File: config.mk
export PLATFORM = sky130hd
export DESIGN_NAME = uehc_endpoint_ctrl
export DESIGN_NICKNAME = d
export VERILOG_FILES = /design/src/uehc_pkg.sv /design/src/uehc_hs_if.sv /design/src/uehc_endpoint_ctrl.sv /design/src/uehc_hs_select.sv /design/src/uehc_tog_check.sv
export SDC_FILE = /design/constraint.sdc
export NUM_CORES = 1
export LEC_CHECK = 0
export BUFFER_PORTS_ARGS = -buffer_cell sky130_fd_sc_hd__buf_2
export CAP_MARGIN = 20
export CORE_MARGIN = 2
export CORE_UTILIZATION = 40
export CTS_BUF_LIST = sky130_fd_sc_hd__clkbuf_8
export DETAILED_ROUTE_END_ITERATION = 6
export SYNTH_ARGS = -nofsm -noshare
export SYNTH_HDL_FRONTEND = slang
export SYNTH_SLANG_ARGS = --single-unit
export TNS_END_PERCENT = 20
File: constraint.sdc
create_clock -name core_clk -period 5.45 [get_ports core_clk]
set_input_delay 0.8175 -clock core_clk [delete_from_list [all_inputs] [get_ports core_clk]]
set_output_delay 0.8175 -clock core_clk [all_outputs]
set_load 0.02 [all_outputs]
File: src/uehc_pkg.sv
package uehc_pkg;

  // Endpoint control register window.
  localparam int EP_COUNT = 16;
  localparam int EP_IDX_W = 4;
  localparam logic [15:0] EPC_BASE = 16'h7f80;
  localparam logic [15:0] EPC_LAST = 16'h7f8f;
  localparam logic [7:0] EPC_RESET = 8'h00;

  // Largest payload that the shared buffer pool accepts.
  localparam int MAX_PAYLOAD_BYTES = 1280;

  // Bit positions inside one endpoint control byte.
  localparam int TX_ISO_BIT = 7;
  localparam int RX_ISO_BIT = 6;
  localparam int TX_RSP_HI = 5;
  localparam int RX_RSP_HI = 4;
  localparam int TX_RSP_LO = 3;
  localparam int RX_RSP_LO = 2;
  localparam int TX_TOG_BIT = 1;
  localparam int RX_TOG_BIT = 0;

  // Transmit and receive response code values.
  localparam logic [1:0] RSP_OFF = 2'h0;
  localparam logic [1:0] RSP_STALL = 2'h1;
  localparam logic [1:0] RSP_NORMAL = 2'h2;
  localparam logic [1:0] RSP_NAK = 2'h3;

  // Handshake codes handed to the packet sender.
  localparam logic [1:0] HS_ACK = 2'h1;
  localparam logic [1:0] HS_NAK = 2'h2;
  localparam logic [1:0] HS_STALL = 2'h3;

  // Token kinds from the token decoder.
  localparam logic [1:0] TOK_OUT = 2'h0;
  localparam logic [1:0] TOK_IN = 2'h1;
  localparam logic [1:0] TOK_SETUP = 2'h2;

  // Transaction sequencer states.
  typedef enum logic [1:0] {
    ST_IDLE,
    ST_IN_DATA,
    ST_OUT_DATA
  } uehc_state_t;

endpackage

File: src/uehc_hs_if.sv
`timescale 1ns/1ps
interface uehc_hs_if;
  import uehc_pkg::*;

  // Endpoint settings and link status feeding the decision.
  logic [7:0] ctrl;
  logic isIn;
  logic txHasData;
  logic rxOk;
  logic crcOk;
  // The decision itself.
  logic sendData;
  logic respond;
  logic [1:0] code;

  modport decide (
    input ctrl, isIn, txHasData, rxOk, crcOk,
    output sendData, respond, code
  );
  modport user (
    output ctrl, isIn, txHasData, rxOk, crcOk,
    input sendData, respond, code
  );
endinterface

File: src/uehc_endpoint_ctrl.sv
// Strobed register access was chosen for this implementation.
`timescale 1ns/1ps
// Notes on behaviour
// - No per-endpoint queues; packets up to 1280 bytes share one pool.
// - Sixteen endpoint control registers sit contiguously from the base offset.
// - Isochronous transmit: packet counts as sent unless aborted, completed without handshake.
// - Non-isochronous transmit: hold packet until host ACK, then release it.
// - Receive isochronous bit suppresses handshakes for OUT and SETUP.
// - Matching function address on an OUT or SETUP token starts page allocation for a new packet record.
// - Transmit code 00 silent, code 01 answers IN with STALL.
// - Transmit code 10 follows queue contents, code 11 always NAKs.
// - Receive code 00 silent, code 01 answers OUT with STALL.
// - Receive code 10 gives ACK or NAK by receive-permitted, 11 NAKs.
// - Transmit toggle flips only after a good non-isochronous send that has no parked write.
// - Read-only bit 0 keeps last received toggle, also for isochronous.
// - Token endpoint number selects the governing control register.
// - Writes to a busy endpoint wait for transaction end; last wins.
// - Unexpected toggle flagged when toggle repeats, never for isochronous.
module uehc_endpoint_ctrl
  import uehc_pkg::*;
(
  // Clock and reset.
  input wire logic core_clk,
  input wire logic reset,
  // Register port.
  input wire logic [15:0] regAddr,
  input wire logic [7:0] regWrData,
  input wire logic regWr,
  input wire logic regRd,
  output logic [7:0] regRdData,
  // Token decoder.
  input wire logic tokenValid,
  input wire logic [1:0] tokenKind,
  input wire logic [6:0] tokenAddr,
  input wire logic [3:0] tokenEp,
  input wire logic [6:0] funcAddr,
  // Transmit queue and link status.
  input wire logic [15:0] txQueueHasData,
  input wire logic dataSent,
  input wire logic hostAck,
  input wire logic txnAbort,
  // Receive side status.
  input wire logic rxOk,
  input wire logic rxDone,
  input wire logic rxToggle,
  input wire logic rxCrcOk,
  // Handshake and data requests to the packet sender.
  output logic hsValid,
  output logic [1:0] hsCode,
  output logic txSend,
  output logic txPid,
  // Packet mover requests.
  output logic txComplete,
  output logic txRelease,
  output logic allocStart,
  output logic [3:0] allocEp,
  // Receive header fields.
  output logic hdrValid,
  output logic [3:0] hdrEp,
  output logic hdrTog,
  output logic hdrBadTog
);

  typedef struct packed {
    logic [EP_COUNT-1:0][7:0] ctrl;
    logic [EP_COUNT-1:0][7:0] pend;
    logic [EP_COUNT-1:0] pendV;
    uehc_state_t st;
    logic [3:0] ep;
    logic [7:0] rdData;
    logic hsValid;
    logic [1:0] hsCode;
    logic txSend;
    logic txPid;
    logic txComplete;
    logic txRelease;
    logic allocStart;
    logic hdrValid;
    logic [3:0] hdrEp;
    logic hdrTog;
    logic hdrBadTog;
  } uehc_regs_t;

  uehc_regs_t s_r;
  uehc_regs_t s_nxt;

  uehc_hs_if hs ();

  logic regHit;
  logic [EP_IDX_W-1:0] regIdx;
  logic addrMatch;
  logic [3:0] selEp;
  logic [7:0] selCtrl;
  logic curTxIso;
  logic curRxIso;
  logic badTog;
  logic endTxn;

  // The sixteen control bytes form one contiguous window.
  assign regHit = (regAddr >= EPC_BASE) && (regAddr <= EPC_LAST);
  assign regIdx = EP_IDX_W'(regAddr - EPC_BASE);

  // No address filtering beyond the function address is done here.
  assign addrMatch = tokenValid && (tokenAddr == funcAddr);

  // While idle the incoming token picks the register; later the latched one.
  assign selEp = (s_r.st == ST_IDLE) ? tokenEp : s_r.ep;
  assign selCtrl = s_r.ctrl[selEp];
  assign curTxIso = s_r.ctrl[s_r.ep][TX_ISO_BIT];
  assign curRxIso = s_r.ctrl[s_r.ep][RX_ISO_BIT];

  // Handshake decision for the selected endpoint.
  assign hs.ctrl = selCtrl;
  assign hs.isIn = (s_r.st == ST_IDLE) && (tokenKind == TOK_IN);
  assign hs.txHasData = txQueueHasData[selEp];
  assign hs.rxOk = rxOk;
  assign hs.crcOk = rxCrcOk;

  uehc_hs_select hsSel (
    .hs(hs.decide)
  );

  // Toggle check compares against the toggle stored before this packet.
  uehc_tog_check togChk (
    .lastTog(s_r.ctrl[s_r.ep][RX_TOG_BIT]),
    .curTog(rxToggle),
    .rxIso(curRxIso),
    .badTog(badTog)
  );

  // Next-state logic for registers, sequencer and request pulses.
  always_comb begin
    s_nxt = s_r;
    endTxn = 1'b0;
    s_nxt.hsValid = 1'b0;
    s_nxt.txSend = 1'b0;
    s_nxt.txComplete = 1'b0;
    s_nxt.txRelease = 1'b0;
    s_nxt.allocStart = 1'b0;
    s_nxt.hdrValid = 1'b0;
    s_nxt.rdData = 8'h00;
    if (regRd && regHit) begin
      s_nxt.rdData = s_r.ctrl[regIdx];
    end
    // A busy endpoint parks the write; a later write simply overwrites it.
    if (regWr && regHit) begin
      if ((s_r.st != ST_IDLE) && (regIdx == s_r.ep)) begin
        s_nxt.pend[regIdx] = regWrData;
        s_nxt.pendV[regIdx] = 1'b1;
      end else begin
        s_nxt.ctrl[regIdx] = {regWrData[7:1], s_r.ctrl[regIdx][RX_TOG_BIT]};
      end
    end
    case (s_r.st)
      ST_IDLE: begin
        if (addrMatch) begin
          s_nxt.ep = tokenEp;
          if (tokenKind == TOK_IN) begin
            if (hs.sendData) begin
              s_nxt.txSend = 1'b1;
              s_nxt.txPid = selCtrl[TX_TOG_BIT];
              s_nxt.st = ST_IN_DATA;
            end else begin
              s_nxt.hsValid = hs.respond;
              s_nxt.hsCode = hs.code;
            end
          end else begin
            // Every endpoint feeds the one shared pool.
            s_nxt.allocStart = 1'b1;
            s_nxt.st = ST_OUT_DATA;
          end
        end
      end
      ST_IN_DATA: begin
        if (txnAbort) begin
          endTxn = 1'b1;
        end else if (curTxIso && dataSent) begin
          s_nxt.txComplete = 1'b1;
          endTxn = 1'b1;
        end else if (!curTxIso && hostAck) begin
          s_nxt.txComplete = 1'b1;
          s_nxt.txRelease = 1'b1;
          s_nxt.ctrl[s_r.ep][TX_TOG_BIT] = !s_r.ctrl[s_r.ep][TX_TOG_BIT];
          endTxn = 1'b1;
        end
      end
      ST_OUT_DATA: begin
        if (txnAbort) begin
          endTxn = 1'b1;
        end else if (rxDone) begin
          s_nxt.hdrValid = 1'b1;
          s_nxt.hdrEp = s_r.ep;
          s_nxt.hdrTog = rxToggle;
          s_nxt.hdrBadTog = badTog;
          s_nxt.ctrl[s_r.ep][RX_TOG_BIT] = rxToggle;
          s_nxt.hsValid = hs.respond;
          s_nxt.hsCode = hs.code;
          endTxn = 1'b1;
        end
      end
      default: begin
        s_nxt.st = ST_IDLE;
      end
    endcase
    // Parked writes land only now; hardware still owns the receive toggle.
    if (endTxn) begin
      s_nxt.st = ST_IDLE;
      if (s_nxt.pendV[s_r.ep]) begin
        s_nxt.ctrl[s_r.ep] = {s_nxt.pend[s_r.ep][7:1],
                              s_nxt.ctrl[s_r.ep][RX_TOG_BIT]};
        s_nxt.pendV[s_r.ep] = 1'b0;
      end
    end
  end

  // Single state register; reset leaves every endpoint disabled.
  always_ff @(posedge core_clk) begin
    if (reset) begin
      s_r <= '0;
      s_r.ctrl <= {EP_COUNT{EPC_RESET}};
      s_r.st <= ST_IDLE;
    end else begin
      s_r <= s_nxt;
    end
  end

  // All outputs come straight from the state register.
  assign regRdData = s_r.rdData;
  assign hsValid = s_r.hsValid;
  assign hsCode = s_r.hsCode;
  assign txSend = s_r.txSend;
  assign txPid = s_r.txPid;
  assign txComplete = s_r.txComplete;
  assign txRelease = s_r.txRelease;
  assign allocStart = s_r.allocStart;
  assign allocEp = s_r.ep;
  assign hdrValid = s_r.hdrValid;
  assign hdrEp = s_r.hdrEp;
  assign hdrTog = s_r.hdrTog;
  assign hdrBadTog = s_r.hdrBadTog;

  logic [1:0] selTxRsp;
  logic [1:0] curRxRsp;
  assign selTxRsp = {selCtrl[TX_RSP_HI], selCtrl[TX_RSP_LO]};
  assign curRxRsp = {s_r.ctrl[s_r.ep][RX_RSP_HI], s_r.ctrl[s_r.ep][RX_RSP_LO]};

  // A firmware write that lands at transaction end overrides the toggle.
  logic epWrBusy;
  assign epWrBusy = s_r.pendV[s_r.ep] ||
                    (regWr && regHit && (regIdx == s_r.ep));
endmodule

File: src/uehc_hs_select.sv
`timescale 1ns/1ps
module uehc_hs_select
  import uehc_pkg::*;
(
  // Decision carrier.
  uehc_hs_if.decide hs
);

  logic [1:0] txRsp;
  logic [1:0] rxRsp;

  // Pull the two split response fields out of the control byte.
  assign txRsp = {hs.ctrl[TX_RSP_HI], hs.ctrl[TX_RSP_LO]};
  assign rxRsp = {hs.ctrl[RX_RSP_HI], hs.ctrl[RX_RSP_LO]};

  // Pick the answer; a disabled endpoint stays silent so the host times out.
  always_comb begin
    hs.sendData = 1'b0;
    hs.respond = 1'b0;
    hs.code = HS_NAK;
    if (hs.isIn) begin
      case (txRsp)
        RSP_STALL: begin
          hs.respond = 1'b1;
          hs.code = HS_STALL;
        end
        RSP_NORMAL: begin
          hs.sendData = hs.txHasData;
          hs.respond = !hs.txHasData;
        end
        RSP_NAK: begin
          hs.respond = 1'b1;
        end
        default: begin
          hs.respond = 1'b0;
        end
      endcase
    end else if (!hs.ctrl[RX_ISO_BIT] && hs.crcOk) begin
      case (rxRsp)
        RSP_STALL: begin
          hs.respond = 1'b1;
          hs.code = HS_STALL;
        end
        RSP_NORMAL: begin
          hs.respond = 1'b1;
          hs.code = hs.rxOk ? HS_ACK : HS_NAK;
        end
        RSP_NAK: begin
          hs.respond = 1'b1;
        end
        default: begin
          hs.respond = 1'b0;
        end
      endcase
    end
  end

endmodule

File: src/uehc_tog_check.sv
`timescale 1ns/1ps
module uehc_tog_check (
  // Toggle history and mode.
  input wire logic lastTog,
  input wire logic curTog,
  input wire logic rxIso,
  // Result.
  output logic badTog
);

  // A repeated toggle usually means our handshake was lost, not corruption.
  assign badTog = !rxIso && (lastTog == curTog);

endmodule

==> impl.org, run 1 <==
** Yosys
- Cell Area, Synth :: 15600 µm²
- Post-synthesis net count :: 1660
- Post-synthesis cell count :: 1582
- After synthesis, the netlist uses 81 different library cells.
- Count of synthesis-stage warnings from yosys :: 0
- Total of flip-flops plus latches after synthesis :: 285
- A synthesized cell averages 9.89 µm².
- Dominant synthesized flop cell :: dfxtp_1
- Post-synth EDFFs :: 0
- The share of the Yosys chip area taken by registers is 0.365.
- Of all flip-flops after synthesis, the portion carrying an async set or reset was 0.

** Global routing
- Entering global routing, the biggest net connects 98 pins.
- After global routing the overflow that remains totals 0.
- For this run, global-route usage on met2 was measured as 0.422.
- The via count of the first global-routing pass was 13500.
- For this run, global-route usage on met1 was measured as 0.350.
- Initial antenna violation count :: 0
- In the global route stage, met3 resource usage came out at 0.0565.
- The layer flagged by global routing as most heavily used is met2.
- The first global-routing pass estimated 83800 µm of wire.
- All-Layer GR Usage :: 0.268

** Power and ir drop
- For this design the static power due to leakage is 6.32 nW.
- Power per unit of standard cell area :: 242 nW/µm²
- Worst voltage drop across the vdd grid :: 0.194 mV
- Overall power consumption after layout is estimated at 4.23 mW.

** Drt
- DRC violations left :: 0
- In this run the remaining antenna-violating nets after routing total 0.
- Number of detailed-routing iterations run before antenna repair :: 6
- In the final routed layout, each cell accounts on average for 25.3 µm.
- Iter 0 DRT Violations :: 1666
- After detailed routing, the number of vias per cell comes to 6.33.
- After detailed routing, the total wire length is 55500 µm.
- Via count :: 13900

** Timing
- Hold Violations, Final :: 0
- Setup repair after global routing missed its margin :: false
- The number of pins with negative max-slew slack in the final report is 0.
- Across the routed clock network, the largest skew measured is 28.2 ps.
- Shortest clock period the worst path allows after layout :: 4260 ps
- Adding up every negative setup slack in the final design gives 0 ps.
- For the pin with the worst max-slew slack, the measured transition is 1060 ps.
- Setup violations remaining at the end of the flow were counted as 0.
- Achievable Freq :: 0.234 GHz
- After layout, the worst setup slack is 1190 ps.
- Slew headroom :: 0.279
- Of the available clock period, the critical path in the final layout requires 0.783.

** Setup path
- In this run the worst path has a maximum fanout of 14.
- Most used cell along the critical path :: ha_1
- Stage delay of the slowest cell on the critical path :: 870 ps
- Ordered cell list for the critical path :: inv_1 > ha_1 > mux2i_4 > buf_4 > mux4_2 > mux2i_1 > nand2_1 > and2_1 > ha_1 > a2111oi_0 > a21oi_1 > o21a_1
- The worst setup path is captured at a register.
- In this design, the largest share of critical-path delay is due to multiplexers.
- The endpoint identified for the worst register-to-register timing path is hsCode[1].
- Reg-to-reg slack, setup :: 1190 ps
- Path type of the worst setup path :: reg -> reg
- For the worst setup path, the data arrival time is 4760 ps.
- Counting both buffers and inverters, the worst setup path holds a total of 2.
- The worst register-to-register path has a depth of 12.
- Worst flop-to-flop path startpoint :: s_r[27]
- Kind of start point of the critical path :: register
- WP data required :: 5950 ps
- Slowest stage cell on the critical path :: mux2i_4

** Min path
- For hold timing, the worst endpoint is hdrEp[3].
- Along the worst hold path, the cell count comes to 2.
- The worst hold path begins at hdrEp[3].
- The min-delay analysis places its worst path in the category reg -> reg.

** Cells and area
- Compared with the post-synthesis result, the final layout area differs by 11.9%.
- Non-filler cells, final :: 2195
- The finished cells cover 17500 µm².
- The number of antenna diodes in the final layout is 0.
- Post-layout nets :: 1725
- Share of final-layout standard cells stronger than drive strength 1 :: 0.216

** Clock network
- Counting the buffers created by CTS gives 50.
- Number of setup buffers added after CTS :: 0
- Clock latency on the worst-skew pair :: 610 ps
- Gates resized during post-CTS repair numbered 0.
- Counting along the longest clock path gives a buffer depth of 3.
- Counting every sink on the clock net gives 285.
- Cts hold-fix bufs :: 0
- TritonCTS built the clock tree.
- Number of H-tree levels :: 2
- Clock-pin slew was measured on the worst setup and hold paths at 60 ps.
- Clock tree synthesis selected as its root buffer the cell clkbuf_8.

** Floorplan
- Row generation in the floorplan step produced 72 rows.
- Effective utilization at floorplan :: 0.405
- The total area inside the core boundary comes to 38600 µm².
- In this run the count of I/O pins placed on the die edge is 99.
- Die X :: 202 µm
- Floorplan die area :: 40700 µm²
- Overall die height :: 202 µm

** Place
- Placed inst area :: 16600 µm²
- Including well taps, the total number of placed cells is 2111.
- The HPWL after detailed placement is 37500 µm.
- Setup WS pre-CTS :: 1010 ps
- Input/output buffers :: 97
- Routability-driven placement finished with a final weighted congestion of 0.925.

** Outcome
- Status :: complete, no violations

** Run
- Max-cap violations in this run came to 0.
## power breakdown
group	switching, mW	total, mW	internal, mW
registers	0.00249	2.09	2.09
logic	0.182	0.266	0.0841
clock network	0.907	1.88	0.971
## cell families after synthesis
logic type	synth area share
AO/OA/AOI/OAI	0.146
XOR/XNOR	0.00888
adder cells (fa/ha/maj)	0.00480
buffers and inverters	0.0474
flip-flops	0.365
multiplexers	0.292
AND/OR/NAND/NOR	0.136
## through the flow
| step | hold slack [ps] | util |
|---|---|---|
| CTS | 453 | 0.453 |
| global placement | 445 | 0.429 |
| finish | 450 | 0.453 |
| global route | 476 | 0.453 |
| floorplan | 435 | - |
| detailed placement | 446 | 0.429 |
## cell usage after synthesis, types with 9 or more instances
library cell,instances,area share
mux4_2,86,0.12
nand2_1,88,0.021
a211o_1,9,0.0050
dfxtp_1,285,0.36
nor2_1,168,0.040
inv_1,13,0.0031
buf_1,10,0.0024
o22ai_1,124,0.050
o21ai_1,18,0.0058
clkbuf_1,81,0.019
nor4_1,11,0.0044
nand3_1,30,0.0096
xnor2_1,10,0.0056
o21ai_0,22,0.0070
mux2i_1,245,0.16
mux2_2,16,0.012
nor3_1,25,0.0080
buf_4,24,0.012
a211oi_1,25,0.012
o211ai_1,16,0.0077
nor2b_1,20,0.0080
a21oi_1,54,0.017
buf_2,29,0.0093
nand4_1,30,0.012
## tightest hold or removal path, delay by kind of cell, from the launching register on
kind / cells / cell delay, ps
flip-flops: 1 / 300
AO/OA/AOI/OAI: 1 / 50
AND/OR/NAND/NOR: 1 / 50
## worst max-delay path by stage
| stage | from | end | slack, ps | cells past startpoint |
|---|---|---|---|---|
| after floorplan | tokenEp[0] | hsCode[1] | 1570 | 12 |
| after global placement | regAddr[2] | s_r[240] | 990 | 12 |
| after detailed placement | regAddr[4] | s_r[234] | 1010 | 10 |
| after CTS | s_r[27] | hsCode[1] | 1190 | 12 |
| after global routing | s_r[27] | txPid | 980 | 11 |
| final | s_r[27] | hsCode[1] | 1190 | 12 |
## cell type report
type                            count  area (µm²)
Clock buffer                       59         812
Clock inverter                     23         100
Fill cell                        3714       21100
Inverter                           14        52.6
Multi-Input combinational cell   1137        9230
Sequential cell                   285        5710
Tap cell                          518         648
Timing Repair Buffer              159         957
## flip-flops by register name, summed over array words and instances, names as in the netlist, 2 cells and up
name,cells
hdrEp,4
hsCode,2
s_r,258
regRdData,8
allocEp,4
## layer usage
layer / share of wire / vias to the layer above
li1: - / 6122
met1: 0.41 / 6805
met2: 0.45 / 786
met3: 0.092 / 181
met4: 0.052 / 0
met5: 0 / -
## cell usage in the layout (no fill, tap or decap), types with 4 or more instances in the layout
| cell | synthesis | routed |
|---|---|---|
| nor4_1 | 11 | 10 |
| a211o_1 | 9 | 9 |
| o221a_2 | 8 | 8 |
| mux2_2 | 16 | 16 |
| mux4_2 | 86 | 86 |
| buf_4 | 24 | 62 |
| a221oi_1 | 4 | 4 |
| xnor2_1 | 10 | 10 |
| and3_1 | 8 | 8 |
| nor3_1 | 25 | 25 |
| ha_1 | 6 | 6 |
| xor2_1 | 4 | 4 |
| nand2b_1 | 8 | 8 |
| buf_2 | 29 | 96 |
| nor2_1 | 168 | 168 |
| mux2i_1 | 245 | 242 |
| nor2b_1 | 20 | 20 |
| a32oi_1 | 7 | 7 |
| a21oi_1 | 54 | 54 |
| a211oi_1 | 25 | 25 |
| o22ai_1 | 124 | 124 |
| nand2_1 | 88 | 88 |
| nand4_1 | 30 | 30 |
| o21ai_1 | 18 | 18 |
| and4_1 | 5 | 5 |
| o211ai_1 | 16 | 16 |
| and2_1 | 8 | 8 |
| o21ai_0 | 22 | 22 |
| dfxtp_1 | 285 | 282 |
| o31ai_1 | 5 | 5 |
| inv_1 | 13 | 31 |
| nand3_1 | 30 | 30 |
| clkbuf_8 | 0 | 59 |
| a31oi_1 | 5 | 5 |
(Power assumes the default switching activity.)
==> run 2, diff against run 1 <==
- clock period: 5.45 -> 3.86 ns (I/O delays scaled with it)
==> impl.org, run 2 (same netlist as run 1, synthesis figures left out) <==
** Timing
- Setup_tns :: 0 ps
- Number of failing setup endpoints in the final timing report :: 0
- Pin slew with the least headroom to its limit :: 964 ps
- Shortest clock period the worst path allows after layout :: 3730 ps
- Final period utilization :: 0.966
- After layout, the worst setup slack is 130 ps.
- Headroom to the max-slew limit came out at 0.355.
- Final Skew :: 27.3 ps
- Hold Worst Slack :: 269 ps
- The final count of hold timing violations was 0.
- The number of pins with negative max-slew slack in the final report is 0.
- Setup repair after global routing left no endpoint under its margin.
- Achievable Freq :: 0.268 GHz

** Power and ir drop
- Of the total power, registers draw 0.465.
- Standby leakage power :: 6.73 nW
- Of the total power, the share spent switching nets is 0.252.
- Total chip power :: 6.34 mW
- Clock network power share :: 0.471
- Net switching power :: 1.60 mW
- Internal power summed over all cells :: 4.74 mW
- Of the total power, combinational logic draws 0.064.
- The worst-case IR drop observed on VDD is 0.277 mV.
- Power spread over the standard cell area amounts to 347 nW/µm².

** Setup path
- The worst setup path is captured at a register.
- Data on the critical path is required at its endpoint by 4370 ps.
- The worst register-to-register path begins at allocEp[1].
- Endpoint arrival time on the critical path :: 4240 ps
- By startpoint and endpoint, the worst setup path is classified as reg -> reg.
- Measured in cells, the most critical reg-to-reg path has a length of 11.
- Traced cell by cell, the critical path runs through mux4_2 > mux2i_1 > mux2_2 > a31oi_1 > buf_4 > nand4_1 > buf_4 > nor2_1 > buf_4 > nand2_1 > o211ai_1.
- Reg-to-reg slack, setup :: 130 ps
- In this run the worst path has a maximum fanout of 18.
- Reg-to-Reg End :: s_r[174]
- Start point of the critical path :: allocEp[1]
- Most used cell along the critical path :: buf_4
- In this run the worst setup path terminates at s_r[174].
- Kind of start point of the critical path :: register
- CP Buf/Inv Count :: 3
- On the worst path, the slowest cell contributes a delay of 540 ps.
- Slowest stage cell on the critical path :: mux4_2
- In this design, the largest share of critical-path delay is due to multiplexers.
- Counting buffers and inverters, the worst setup path is 11 cells deep.

** Clock network
- For this design, the sink count on the clock tree is 285.
- Maximum count of clock buffers along a single path :: 3
- Once the clock tree was built, the resizer swapped 0 gates to a different size.
- Number of H-tree levels :: 2
- The number of hold buffers added after CTS was 0.
- TritonCTS built the clock tree.
- Clock tree synthesis selected as its root buffer the cell clkbuf_8.
- Clock-pin slew was measured on the worst setup and hold paths at 60 ps.
- Clock latency on the worst-skew pair :: 620 ps
- Post-CTS timing repair inserted 0 buffers for setup.
- The number of clock buffers added by TritonCTS is 50.

** Floorplan
- The die is 202 µm wide.
- Number of standard-cell rows in the floorplan :: 72
- Effective utilization at floorplan :: 0.405
- The die covers 40700 µm².
- The core region is 38600 µm².
- Overall die height :: 202 µm
- I/O pin count :: 99

** Cells and area
- s_r holds more flip-flops than any other register.
- Post-layout nets :: 1784
- From synthesis to final layout, the design area changed by 16.8%.
- Non-filler cells, final :: 2261
- Commonest cells after routing, fill and taps aside :: 282 x dfxtp_1, 242 x mux2i_1, 168 x nor2_1
- Share of final-layout standard cells stronger than drive strength 1 :: 0.249
- Commonest non-fill, non-tap cell in the layout :: dfxtp_1
- Largest register FFs :: 258

** Global routing
- After global routing the overflow that remains totals 0.
- The initial antenna violation count is 3.
- Vias in the first global route :: 13700
- Largest net degree at the start of global routing :: 109
- In the global route stage, overall resource usage came out at 0.270.
- The first global-routing pass estimated 84400 µm of wire.

** Drt
- Routed length per placed instance :: 24.8 µm
- The routed layout has 13900 vias.
- The routed design uses 4560 µm of met3 wire.
- DRC violations left :: 0
- DRT met1 WL :: 23200 µm
- Dividing the detail-routed via count by the number of cells gives 6.16.
- Uppermost routed layer :: met4
- The pre-antenna-repair detailed-routing pass consisted of 5 iterations.
- For this block, the initial DRC count from the detailed router was 1401.
- Once detail routing completed, the nets flagged for antenna violations numbered 0.
- Summed over all layers, the routed wires come to 56000 µm.
- Detailed route wirelength on metal2 :: 25700 µm

** Outcome
- The run finished with clean final reports.

** Min path
- Min-Delay Path Class :: in -> reg
- Hold-critical path depth :: 3

** Place
- The HPWL after detailed placement is 39300 µm.
- Gp weighted congestion :: 0.954
- Number of placed instances with taps included :: 2171
- OpenSTA, run right after detailed placement, puts the worst setup slack at 110 ps.
- During placement, the flow inserted port buffers numbering 97.

** Run
- Max_cap viols :: 0
==> run 2: worst min-delay path by stage <==
stage | startpoint | end | slack (ps)
final | tokenEp[3] | allocEp[3] | 270
after global routing | tokenEp[3] | allocEp[3] | 290
after CTS | tokenEp[3] | allocEp[3] | 240
after detailed placement | hdrEp[3] | hdrEp[3] | 450
after global placement | hdrEp[3] | hdrEp[3] | 450
after floorplan | hsCode[0] | hsCode[0] | 440
==> run 2: cell type report <==
| type | instances | area [µm²] |
|---|---|---|
| antenna | 1 | 2.50 |
| clock buffer | 66 | 908 |
| clock inverter | 22 | 150 |
| fill | 3716 | 20400 |
| inverter | 14 | 52.6 |
| multi-input combinational | 1137 | 9240 |
| sequential | 285 | 5710 |
| tap | 518 | 648 |
| timing repair buffer | 218 | 1550 |
==> run 2: worst min-delay path, stage by stage <==
cell,delay [ps]
buf_2,100
mux2i_1,70
nor2_1,80
==> run 2: per-stage QoR <==
stage / instance area (µm²) / utilization
finish: 18300 / 0.473
global route: 18300 / 0.473
CTS: 18200 / 0.472
detailed placement: 17200 / 0.444
global placement: 17100 / 0.443
floorplan: 15600 / -
==> run 2: per-layer routing <==
| metal | vias up | track usage |
|---|---|---|
| met1 | 6802 | 0.353 |
| li1 | 6251 | - |
| met2 | 713 | 0.440 |
| met4 | 0 | 0.119 |
| met3 | 162 | 0.0450 |
| met5 | - | 0 |
==> run 2: power by group through the flow <==
stage / Sequential (mW) / Combinational (mW) / Clock, mW
3_5_place_dp: 3.01 / 0.397 / 0
4_1_cts: 2.95 / 0.398 / 3.03
5_1_grt: 2.95 / 0.429 / 3.14
3_3_place_gp: 3.01 / 0.393 / 0
2_1_floorplan: 3.01 / 0.234 / 0
6_report: 2.95 / 0.405 / 2.99
